### src/pkg/tio_pkg.sv
package tio_pkg;
    // Bus and datapath sizes
    localparam int DATA_W = 32;
    localparam int ADDR_W = 6;
    localparam int CNT_W  = 16;
    localparam int NUM_CB = 6;
    localparam int SEL_W  = 3;
    localparam int SRC_W  = 5;
    localparam int DIV_W  = 8;
    localparam int CFG_W  = 16;
    localparam int ST_W   = 3;
    localparam int WID_W  = 3;
    localparam int COND_W = 2;

    // Register byte offsets
    localparam logic [ADDR_W-1:0] OFF_CTRL  = 6'h00;
    localparam logic [ADDR_W-1:0] OFF_COND  = 6'h04;
    localparam logic [ADDR_W-1:0] OFF_TIME  = 6'h08;
    localparam logic [ADDR_W-1:0] OFF_DATA  = 6'h0c;
    localparam logic [ADDR_W-1:0] OFF_COUNT = 6'h10;
    localparam logic [ADDR_W-1:0] OFF_STAMP = 6'h14;
    localparam logic [ADDR_W-1:0] OFF_STAT  = 6'h18;
    localparam logic [ADDR_W-1:0] OFF_MASK  = 6'h1c;
    localparam logic [ADDR_W-1:0] OFF_CB1   = 6'h20;
    localparam logic [ADDR_W-1:0] OFF_CBN   = 6'h30;

    // Control register fields
    localparam int CTL_EN     = 0;
    localparam int CTL_OUT    = 1;
    localparam int CTL_OC     = 2;
    localparam int CTL_INSTB  = 3;
    localparam int CTL_OUTSTB = 4;
    localparam int CTL_WID    = 5;
    localparam int CTL_COND   = 8;
    localparam int CTL_CLK    = 12;

    // Status and mask bit positions
    localparam int ST_XFER = 0;
    localparam int ST_COND = 1;
    localparam int ST_SENT = 2;

    // Clock block configuration fields
    localparam int CB_SRC = 0;
    localparam int CB_DIV = 8;

    // Reset values
    localparam logic [DATA_W-1:0] CTRL_RST = 32'h0;
    localparam logic [CFG_W-1:0]  CFG_RST  = 16'h0;
    localparam logic [SEL_W-1:0]  REF_CB   = 3'h0;

    typedef enum logic [WID_W-1:0] {
        WID_1, WID_4, WID_8, WID_16, WID_32
    } width_t;

    typedef enum logic [COND_W-1:0] {
        COND_NONE, COND_EQ, COND_NE
    } cond_t;
endpackage : tio_pkg

### src/pkg/xfer_if.sv
`timescale 1ns/1ps
`default_nettype none

interface xfer_if;
    logic                  tick;
    logic                  go;
    logic                  dirOut;
    tio_pkg::width_t       width;
    logic                  loadValid;
    logic [31:0]           loadData;
    logic                  loadReady;
    logic                  take;
    logic [31:0]           pinIn;
    logic [31:0]           outWord;
    logic [31:0]           xferData;
    logic                  xferFull;
    logic                  xferDone;
    logic                  step;

    modport serdes (
        input  tick, go, dirOut, width, loadValid, loadData, take, pinIn,
        output loadReady, outWord, xferData, xferFull, xferDone, step
    );
    modport ctrl (
        output tick, go, dirOut, width, loadValid, loadData, take, pinIn,
        input  loadReady, outWord, xferData, xferFull, xferDone, step
    );
endinterface : xfer_if

`default_nettype wire

### src/verilog/port_serdes.sv
`timescale 1ns/1ps
`default_nettype none

module port_serdes (
    input wire logic clk,
    input wire logic srst,
    xfer_if.serdes   x
);
    import tio_pkg::*;

    logic [DATA_W-1:0] shift_reg;
    logic [DATA_W-1:0] xfer_reg;
    logic [DATA_W-1:0] out_reg;
    logic [5:0]        cnt_reg;
    logic              full_reg;
    logic              full_next;
    logic [5:0]        lastIdx;
    logic [DATA_W-1:0] inWord;
    logic [DATA_W-1:0] outShift;
    logic [DATA_W-1:0] src;
    logic              start;
    logic              shiftOn;
    logic              sample;
    logic              wordIn;
    logic              load;

    // A new word leaves the transfer register only on a go tick
    assign start   = x.dirOut & x.go & full_reg & (cnt_reg == 6'h00);
    assign shiftOn = x.dirOut & x.tick & (cnt_reg != 6'h00);
    assign sample  = ~x.dirOut & x.go;
    assign wordIn  = sample & (cnt_reg == lastIdx);
    assign load    = x.loadValid & ~full_reg;
    assign src     = start ? xfer_reg : shift_reg;

    // Step size by width; the word is always the full 32 bits
    always_comb
    begin
        unique case (x.width)
            WID_1:
            begin
                lastIdx  = 6'h1f;
                inWord   = {x.pinIn[0], shift_reg[31:1]};
                outShift = {1'h0, src[31:1]};
            end
            WID_4:
            begin
                lastIdx  = 6'h07;
                inWord   = {x.pinIn[3:0], shift_reg[31:4]};
                outShift = {4'h0, src[31:4]};
            end
            WID_8:
            begin
                lastIdx  = 6'h03;
                inWord   = {x.pinIn[7:0], shift_reg[31:8]};
                outShift = {8'h0, src[31:8]};
            end
            WID_16:
            begin
                lastIdx  = 6'h01;
                inWord   = {x.pinIn[15:0], shift_reg[31:16]};
                outShift = {16'h0, src[31:16]};
            end
            default:
            begin
                lastIdx  = 6'h00;
                inWord   = x.pinIn;
                outShift = 32'h0;
            end
        endcase
    end

    // A word landing wins over a take in the same cycle
    assign full_next = (wordIn | load) ? 1'b1 :
                       (start | x.take) ? 1'b0 : full_reg;

    // Shift register and transfer register
    always_ff @(posedge clk)
    begin
        if (srst)
        begin
            shift_reg <= 32'h0;
            xfer_reg  <= 32'h0;
            out_reg   <= 32'h0;
            cnt_reg   <= 6'h00;
            full_reg  <= 1'b0;
        end
        else
        begin
            full_reg <= full_next;
            if (start | shiftOn)
            begin
                out_reg   <= src;
                shift_reg <= outShift;
                cnt_reg   <= start ? lastIdx : 6'(cnt_reg - 6'h01);
            end
            else if (sample)
            begin
                shift_reg <= inWord;
                cnt_reg   <= wordIn ? 6'h00 : 6'(cnt_reg + 6'h01);
            end
            if (wordIn)
                xfer_reg <= inWord;
            else if (load)
                xfer_reg <= x.loadData;
        end
    end

    assign x.loadReady = ~full_reg;
    assign x.outWord   = out_reg;
    assign x.xferData  = xfer_reg;
    assign x.xferFull  = full_reg;
    assign x.xferDone  = start | wordIn;
    assign x.step      = start | shiftOn;
endmodule : port_serdes

`default_nettype wire

### src/verilog/timed_io_port.sv
`timescale 1ns/1ps
`default_nettype none

module timed_io_port (
    input  wire logic                         clk,
    input  wire logic                         srst,
    input  wire logic [tio_pkg::ADDR_W-1:0]   avs_address,
    input  wire logic                         avs_read,
    input  wire logic                         avs_write,
    input  wire logic [tio_pkg::DATA_W-1:0]   avs_writedata,
    input  wire logic [3:0]                   avs_byteenable,
    output logic      [tio_pkg::DATA_W-1:0]   avs_readdata,
    output logic                              avs_waitrequest,
    input  wire logic [tio_pkg::DATA_W-1:0]   pinIn,
    output logic      [tio_pkg::DATA_W-1:0]   pinOut,
    output logic      [tio_pkg::DATA_W-1:0]   pinOe,
    input  wire logic                         inbound_valid_strobe,
    output logic                              outbound_valid_strobe,
    input  wire logic                         linkEnable,
    input  wire logic [tio_pkg::DATA_W-1:0]   narrowOwned,
    output logic                              portEvent,
    output logic                              irq
);
    import tio_pkg::*;

    xfer_if x ();

    logic [DATA_W-1:0] ctrl_reg;
    logic [DATA_W-1:0] cond_reg;
    logic [CNT_W-1:0]  time_reg;
    logic              timeArm_reg;
    logic [CNT_W-1:0]  counter_reg;
    logic [CNT_W-1:0]  stamp_reg;
    logic [ST_W-1:0]   stat_reg;
    logic [ST_W-1:0]   stat_next;
    logic [ST_W-1:0]   mask_reg;
    logic [DATA_W-1:0] readdata_reg;
    logic              rdAck_reg;
    logic              outStb_reg;
    logic              portEvent_reg;
    wire  [NUM_CB-1:0] cbTick;
    wire  [CFG_W-1:0]  cbRead [NUM_CB];

    logic              hitCtrl;
    logic              hitCond;
    logic              hitTime;
    logic              hitData;
    logic              hitCount;
    logic              hitStamp;
    logic              hitStat;
    logic              hitMask;
    logic              hitCb;
    logic [SEL_W-1:0]  cbIdx;
    logic              wrAcc;
    logic              rdTake;
    logic              stall;
    logic [DATA_W-1:0] rdMux;
    logic              portOn;
    logic              dirOut;
    logic              ocMode;
    logic              inStbEn;
    logic              outStbEn;
    width_t            width;
    cond_t             condMode;
    logic [SEL_W-1:0]  clkSel;
    logic              portTick;
    logic              tickOn;
    logic [DATA_W-1:0] widthMask;
    logic [DATA_W-1:0] avail;
    logic [DATA_W-1:0] pinVal;
    logic              condMet;
    logic              timeOk;
    logic              inOk;
    logic              condHit;
    logic [ST_W-1:0]   evt;

    // Byte-lane merge for partial Avalon writes
    function automatic logic [DATA_W-1:0] beMerge(
        input logic [DATA_W-1:0] old,
        input logic [DATA_W-1:0] wdata,
        input logic [3:0]        be
    );
        logic [DATA_W-1:0] res;
        res = old;
        for (int b = 0; b < 4; b++)
        begin
            if (be[b])
                res[8*b +: 8] = wdata[8*b +: 8];
        end
        return res;
    endfunction : beMerge

    port_serdes u_serdes (
        .clk  (clk),
        .srst (srst),
        .x    (x)
    );

    // Address decode
    assign hitCtrl  = (avs_address == OFF_CTRL);
    assign hitCond  = (avs_address == OFF_COND);
    assign hitTime  = (avs_address == OFF_TIME);
    assign hitData  = (avs_address == OFF_DATA);
    assign hitCount = (avs_address == OFF_COUNT);
    assign hitStamp = (avs_address == OFF_STAMP);
    assign hitStat  = (avs_address == OFF_STAT);
    assign hitMask  = (avs_address == OFF_MASK);
    assign hitCb    = (avs_address >= OFF_CB1) & (avs_address <= OFF_CBN)
                    & (avs_address[1:0] == 2'h0);
    assign cbIdx    = SEL_W'(avs_address[ADDR_W-1:2]
                    - OFF_CB1[ADDR_W-1:2]) + 3'h1;

    // Reads wait one cycle; data writes stall only while the port drains
    assign stall = avs_write & hitData & dirOut & portOn & ~x.loadReady;
    assign avs_waitrequest = (avs_read & ~rdAck_reg) | stall;
    assign wrAcc  = avs_write & ~avs_waitrequest;
    assign rdTake = avs_read & ~rdAck_reg & hitData & ~dirOut;

    // Read selection; unmapped words read zero
    assign rdMux = hitCtrl  ? ctrl_reg :
                   hitCond  ? cond_reg :
                   hitTime  ? DATA_W'(time_reg) :
                   hitData  ? x.xferData :
                   hitCount ? DATA_W'(counter_reg) :
                   hitStamp ? DATA_W'(stamp_reg) :
                   hitStat  ? DATA_W'(stat_reg) :
                   hitMask  ? DATA_W'(mask_reg) :
                   hitCb    ? DATA_W'(cbRead[cbIdx]) : 32'h0;

    // Control fields
    assign portOn   = ctrl_reg[CTL_EN] & ~linkEnable;
    assign dirOut   = ctrl_reg[CTL_OUT];
    assign ocMode   = ctrl_reg[CTL_OC];
    assign inStbEn  = ctrl_reg[CTL_INSTB];
    assign outStbEn = ctrl_reg[CTL_OUTSTB];
    assign width    = width_t'(ctrl_reg[CTL_WID +: WID_W]);
    assign condMode = cond_t'(ctrl_reg[CTL_COND +: COND_W]);
    assign clkSel   = ctrl_reg[CTL_CLK +: SEL_W];

    // Port follows its selected block; bad selections never tick
    assign portTick = (clkSel < SEL_W'(NUM_CB)) ? cbTick[clkSel] : 1'b0;
    assign tickOn   = portOn & portTick;

    // Pins the port owns at its width
    assign widthMask = (width == WID_1)  ? 32'h0000_0001 :
                       (width == WID_4)  ? 32'h0000_000f :
                       (width == WID_8)  ? 32'h0000_00ff :
                       (width == WID_16) ? 32'h0000_ffff :
                                           32'hffff_ffff;
    assign avail  = widthMask & ~narrowOwned
                  & {DATA_W{~linkEnable}};
    // Taken pins read zero, the word keeps its full width
    assign pinVal = pinIn & avail;

    // Conditional sampling, timed gate and inbound strobe
    assign condMet = (condMode == COND_NONE)
                   | ((condMode == COND_EQ) & (pinVal == (cond_reg & avail)))
                   | ((condMode == COND_NE)
                      & (pinVal != (cond_reg & avail)));
    assign timeOk  = ~timeArm_reg | (counter_reg == time_reg);
    assign inOk    = ~inStbEn | inbound_valid_strobe;
    assign condHit = tickOn & ~dirOut & timeOk & inOk
                   & (condMode != COND_NONE) & condMet;

    // Serdes hookup
    assign x.tick      = tickOn;
    assign x.go        = tickOn & timeOk
                       & (dirOut | (condMet & inOk));
    assign x.dirOut    = dirOut;
    assign x.width     = width;
    assign x.loadValid = wrAcc & hitData & dirOut;
    assign x.loadData  = avs_writedata;
    assign x.take      = rdTake;
    assign x.pinIn     = pinVal;

    // Open collector drives only zeros
    assign pinOe  = (portOn & dirOut)
                  ? (avail & (ocMode ? ~x.outWord : {DATA_W{1'b1}}))
                  : {DATA_W{1'b0}};
    assign pinOut = ocMode ? {DATA_W{1'b0}} : (x.outWord & avail);
    assign outbound_valid_strobe = outStb_reg & outStbEn & portOn;

    // Events, sticky status with set winning over a clear
    assign evt[ST_XFER] = x.xferDone & ~dirOut;
    assign evt[ST_COND] = condHit;
    assign evt[ST_SENT] = x.xferDone & dirOut;
    assign stat_next = (stat_reg & ~((wrAcc & hitStat)
                     ? avs_writedata[ST_W-1:0] : {ST_W{1'b0}})) | evt;
    assign irq          = |(stat_reg & mask_reg);
    assign portEvent    = portEvent_reg;
    assign avs_readdata = readdata_reg;

    // Reference block ticks every clk; others come from a pin
    assign cbTick[0] = 1'b1;
    assign cbRead[0] = CFG_RST;

    generate
        for (genvar g = 1; g < NUM_CB; g++)
        begin : g_cb
            logic [CFG_W-1:0] cfg_reg;
            logic             prev_reg;
            logic [DIV_W-1:0] div_reg;
            logic             srcPin;
            logic             edgeSeen;
            logic             divDone;
            logic             wrCfg;

            assign wrCfg    = wrAcc & hitCb & (cbIdx == SEL_W'(g));
            assign srcPin   = pinIn[cfg_reg[CB_SRC +: SRC_W]];
            assign edgeSeen = srcPin & ~prev_reg;
            assign divDone  = (div_reg == cfg_reg[CB_DIV +: DIV_W]);
            assign cbTick[g] = edgeSeen & divDone;
            assign cbRead[g] = cfg_reg;

            // Divide by field plus one rising edges
            always_ff @(posedge clk)
            begin
                if (srst)
                begin
                    cfg_reg  <= CFG_RST;
                    prev_reg <= 1'b0;
                    div_reg  <= '0;
                end
                else
                begin
                    if (wrCfg)
                        cfg_reg <= CFG_W'(beMerge(DATA_W'(cfg_reg),
                                   avs_writedata, avs_byteenable));
                    prev_reg <= srcPin;
                    if (edgeSeen)
                        div_reg <= divDone ? '0 : DIV_W'(div_reg + 1'b1);
                end
            end
        end
    endgenerate

    // Software registers
    always_ff @(posedge clk)
    begin
        if (srst)
        begin
            ctrl_reg    <= CTRL_RST;
            cond_reg    <= 32'h0;
            time_reg    <= 16'h0;
            timeArm_reg <= 1'b0;
            mask_reg    <= 3'h0;
            stat_reg    <= 3'h0;
        end
        else
        begin
            if (wrAcc & hitCtrl)
                ctrl_reg <= beMerge(ctrl_reg, avs_writedata, avs_byteenable);
            if (wrAcc & hitCond)
                cond_reg <= beMerge(cond_reg, avs_writedata, avs_byteenable);
            if (wrAcc & hitMask)
                mask_reg <= avs_writedata[ST_W-1:0];
            if (wrAcc & hitTime)
                time_reg <= avs_writedata[CNT_W-1:0];
            // Rearm on a new target, else drop after the timed transfer
            if (wrAcc & hitTime)
                timeArm_reg <= 1'b1;
            else if (x.xferDone)
                timeArm_reg <= 1'b0;
            stat_reg <= stat_next;
        end
    end

    // Port counter, timestamp and strobes
    always_ff @(posedge clk)
    begin
        if (srst)
        begin
            counter_reg   <= 16'h0;
            stamp_reg     <= 16'h0;
            outStb_reg    <= 1'b0;
            portEvent_reg <= 1'b0;
        end
        else
        begin
            if (portTick)
                counter_reg <= CNT_W'(counter_reg + 1'b1);
            if (x.xferDone)
                stamp_reg <= counter_reg;
            if (x.step)
                outStb_reg <= 1'b1;
            else if (portTick)
                outStb_reg <= 1'b0;
            portEvent_reg <= evt[ST_XFER] | evt[ST_COND];
        end
    end

    // Bus read path
    always_ff @(posedge clk)
    begin
        if (srst)
        begin
            rdAck_reg    <= 1'b0;
            readdata_reg <= 32'h0;
        end
        else
        begin
            rdAck_reg <= avs_read & ~rdAck_reg;
            if (avs_read & ~rdAck_reg)
                readdata_reg <= rdMux;
        end
    end
endmodule : timed_io_port

`default_nettype wire
### config.mk
export PLATFORM = sky130hd
export DESIGN_NAME = timed_io_port
export DESIGN_NICKNAME = d
export VERILOG_FILES = /design/src/pkg/tio_pkg.sv /design/src/pkg/xfer_if.sv /design/src/verilog/port_serdes.sv /design/src/verilog/timed_io_port.sv
export SDC_FILE = /design/constraint.sdc
export NUM_CORES = 1
export LEC_CHECK = 0
export ABC_AREA = 1
export BUFFER_PORTS_ARGS = -buffer_cell sky130_fd_sc_hd__buf_2
export CAP_MARGIN = 10
export CORE_AREA = 2 2 240 242
export CTS_BUF_LIST = sky130_fd_sc_hd__clkbuf_2
export CTS_CLUSTER_DIAMETER = 200
export DETAILED_ROUTE_END_ITERATION = 10
export DIE_AREA = 0 0 242 244
export PLACE_DENSITY = 0.58
export SYNTH_ARGS = -nofsm -noshare
export SYNTH_HDL_FRONTEND = slang
export SYNTH_SLANG_ARGS = --single-unit
export TNS_END_PERCENT = 1
### constraint.sdc
create_clock -name clk -period 4.05 [get_ports clk]
set_clock_uncertainty 0.2 [all_clocks]
set_input_delay 1.215 -clock clk [delete_from_list [all_inputs] [get_ports clk]]
set_output_delay 1.215 -clock clk [all_outputs]
set_load 0.05 [all_outputs]
==> implementation parameters <==
Parameter                              Value

CTS
  Root Driver    clkbuf_2
  TritonCTS sink count    roughly 380
  TritonCTS Buffers    around 100
  Clk slew on worst S/H paths    100 ps
  Maximum level of the CTS H-tree    3
  Cts-stage hold buffer count    0
  Insertion delay of the later-clocked pin in the worst-skew pair    ~1200 ps
  Clock Path Buffers    3
  TritonCTS clock tree    built

Floorplan
  Boundary Pins    roughly 210
  Initial standard-cell utilization of the core    about two fifths
  Die Y-Extent    about 240 um
  Core area    about 56000 sq um
  Die X    roughly 240 um
  Total die area    approximately 59000 sq um
  Num rows    slightly below 90

Detailed routing
  Via count    26900
  Final routed wire length divided by cell count    22.6 um
  DRC violation count after routing    0
  TritonRoute pass-1 iters    6
  DR vias/cell    between 5 and 6
  Final antenna-violating net count    0
  Iter 0 DRT Violations    roughly 3800
  Wire length after detailed routing    107000 um

Yosys
  Number of flops mapped to enable cells by yosys    0
  Ys flop type    dfxtp_1
  Post-synthesis instance area    between 20000 and 25000 sq um
  Fraction of registers with async set or reset after synthesis    0%
  Yosys top cell area share    between 30 and 40%
  Average instance area after synthesis    around 6.5 sq um
  Mapped Cells    3432
  Largest area contributor in the netlist    dfxtp_1
  Top area cells in the synthesized netlist    dfxtp_1, nand2_1, o21ai_0
  Flop and latch count out of synthesis    between 300 and 400
  Sequential-to-total area share from yosys stat    34.3%
  Yosys synthesis warning count    0
  Distinct cell type count of the synthesized netlist    a little over 50
  Synthesized net count    3558

Placed design
  Cell Area, Placed    ~26000 sq um
  Total of buffers placed on input and output ports    ~210
  Detail Placement HPWL    roughly 81000 um
  Final weighted congestion in routability-driven placement    approximately 1.1

Global routing
  Pin count of the biggest net entering global routing    87
  Antenna violations before repair    4
  Congestion Overflow GR    0
  Met1 Track Usage GR    about half
  GR met3 Demand/Resource    under 10%
  Met2 Resource Use GR    50.2%
  Most Crowded Layer GR    met1
  Vias in the first global route    between 20000 and 25000
  Overall fraction of global-route tracks in use    a little over a third
  Wire length of the first global-routing pass    between 150000 and 200000 um

Power
  Fraction of power spent switching nets    31.6%
  Maximum vdd drop    214 uV
  Pwr Density    266 nW/um^2
  Sequential share of power    roughly 51%
  Sw power    approximately 2.4 mW
  Comb power frac    10.9%
  Design internal power    around 5.1 mW
  Clk pwr share    38.0%
  Leak pwr    around 12 nW

Setup path
  CP Data Required Time    roughly 2600 ps
  WS Path Type    register to output pin
  Crit. End Element    output pin
  Critical path data arrival time    between 2000 and 3000 ps
  Critical path fanouts, max    5
  Worst Setup Start Kind    register

Timing
  Final Worst Setup Slack    -178 ps
  Least-Margin Pin Slew    just over 900 ps
  Final setup violation count    32
  Crit share post-route    104%
  Total count of hold-check failures in the final report    0
  Final Max Tran Viols    0
  RSZ-0062 raised after global routing    true
  Relative max-transition margin    between 30% and 40%
  Post-layout minimum cycle time    4230 ps
  Max Fclk    237 MHz

Layout
  Share of post-route cells with drive strength above 1    a little over a fifth
  Area grow syn2layout    25.8%
  Number of flip-flops under the largest register name    80
  Util after Layout    49.9%
  Seq. cell area    ~7700 sq um
  Post-route cell area    between 20000 and 30000 sq um
  Count of filler cells inserted in the layout    approximately 6000
  Area of the multi-input gates    around 13000 sq um
  Total Nets Final    around 4000

Run status
  Status    finished with violations
  Violations in the final reports    negative setup slack

Hold path
  Worst hold path class    input port to register

Flow run
  Max cap viols    0
area by class of cell:
class | instances | area share (%)
tap | 756 | 3.37
clock buffer | 153 | 2.73
sequential | 382 | 27.3
antenna | 6 | 0.0535
clock inverter | 23 | 0.464
multi-input combinational | 2495 | 46.1
inverter | 355 | 4.81
timing repair buffer | 548 | 15.1
cells in the mapped netlist, types with 2 or more instances:
cell,instances
nand2_1,633
o21ai_0,430
dfxtp_1,382
a21oi_1,365
inv_1,331
nand3_1,312
nor2_1,303
clkbuf_1,125
nor3_1,63
a211oi_1,47
buf_2,47
o22ai_1,44
xnor2_1,34
nand4_1,30
a32o_1,28
a22oi_1,20
a31oi_1,18
nor3b_1,17
o21ai_1,17
ha_1,14
a221oi_1,13
inv_2,13
xor2_1,13
buf_1,12
o31ai_1,12
o221ai_1,11
clkinv_1,9
nor4_1,9
buf_4,8
nand2_2,8
or2_2,8
buf_6,7
o211ai_1,7
nor2_2,6
a211oi_2,5
nand3b_1,4
o2111ai_1,4
o21bai_1,4
nor2_4,3
and3_1,2
nand3_4,2
o21a_1,2
or2_1,2
worst paths after layout:
check	startpoint	slack, ps	depth (start not counted)	to
hold / removal	avs_writedata[10]	140	3	time_reg[10]$_SDFFE_PP0P_
hold reg to reg	u_serdes.x.xferData[18]$_SDFFE_PP0P_	270	2	u_serdes.x.xferData[18]$_SDFFE_PP0P_
setup reg to reg	ctrl_reg[7]$_SDFFE_PP0P_	290	17	u_serdes.shift_reg[12]$_SDFFE_PP0P_
setup / recovery	ctrl_reg[7]$_SDFFE_PP0P_	-180	8	pinOe[8]
cells in the final DEF (no fill, tap or decap), types with 147 or more instances in the layout:
cell type	n
a21oi_1	365
buf_2	147
buf_4	321
clkbuf_2	153
dfxtp_1	378
inv_1	318
nand2_1	623
nand3_1	312
nor2_1	259
o21ai_0	430
worst max-delay path: stages, from the launching register on:
cell        delay, ps
dfxtp_4           390
clkinvlp_4        200
nand2_4           160
nand2_4            90
buf_6             160
nor2_2             90
inv_2              60
a211oi_2          260
buf_6             200
power by group through the flow:
stage / Combinational [mW] / Sequential [mW] / Clock [mW]
floorplan: 0.346 / 3.94 / 0
global placement: 0.785 / 3.90 / 0
detailed placement: 0.784 / 3.90 / 0
CTS: 0.793 / 3.81 / 2.87
global route: 0.866 / 3.82 / 3.07
finish: 0.814 / 3.81 / 2.83
metal layers:
| layer | vias to the layer above | wire length [um] |
|---|---|---|
| li1 | 12600 | - |
| met1 | 12400 | 46800 |
| met2 | 1558 | 43500 |
| met3 | 241 | 11300 |
| met4 | 2 | 4970 |
| met5 | - | 12 |
cell families after synthesis:
group	synth area share, %
flops	34.3
buf+inv	10.0
simple gates	27.1
xor+xnor	1.85
fa+ha+maj	0.786
compound gates	25.9
through the flow:
step                      total power [mW]  hold WS (ps)  worst slack [ps]  setup TNS, ps  std cells
after floorplan                       4.28           238              -367          -6200       3432
after global placement                4.69           247              -516         -38080       4523
after detailed placement              4.68           250              -501         -35520       4523
after CTS                             7.48          52.6              -183          -4130       4709
after global routing                  7.75          43.7              -288          -7980       4717
final                                 7.45           142              -178          -2070       4718
repair_timing:
action	CTS	global route
pin swaps	26	11
endpoints found under the setup margin	62	64
resized for setup	173	57
setup buffers	11	4
cloned	1	0
Note: power is estimated with default switching activity, not from simulation.
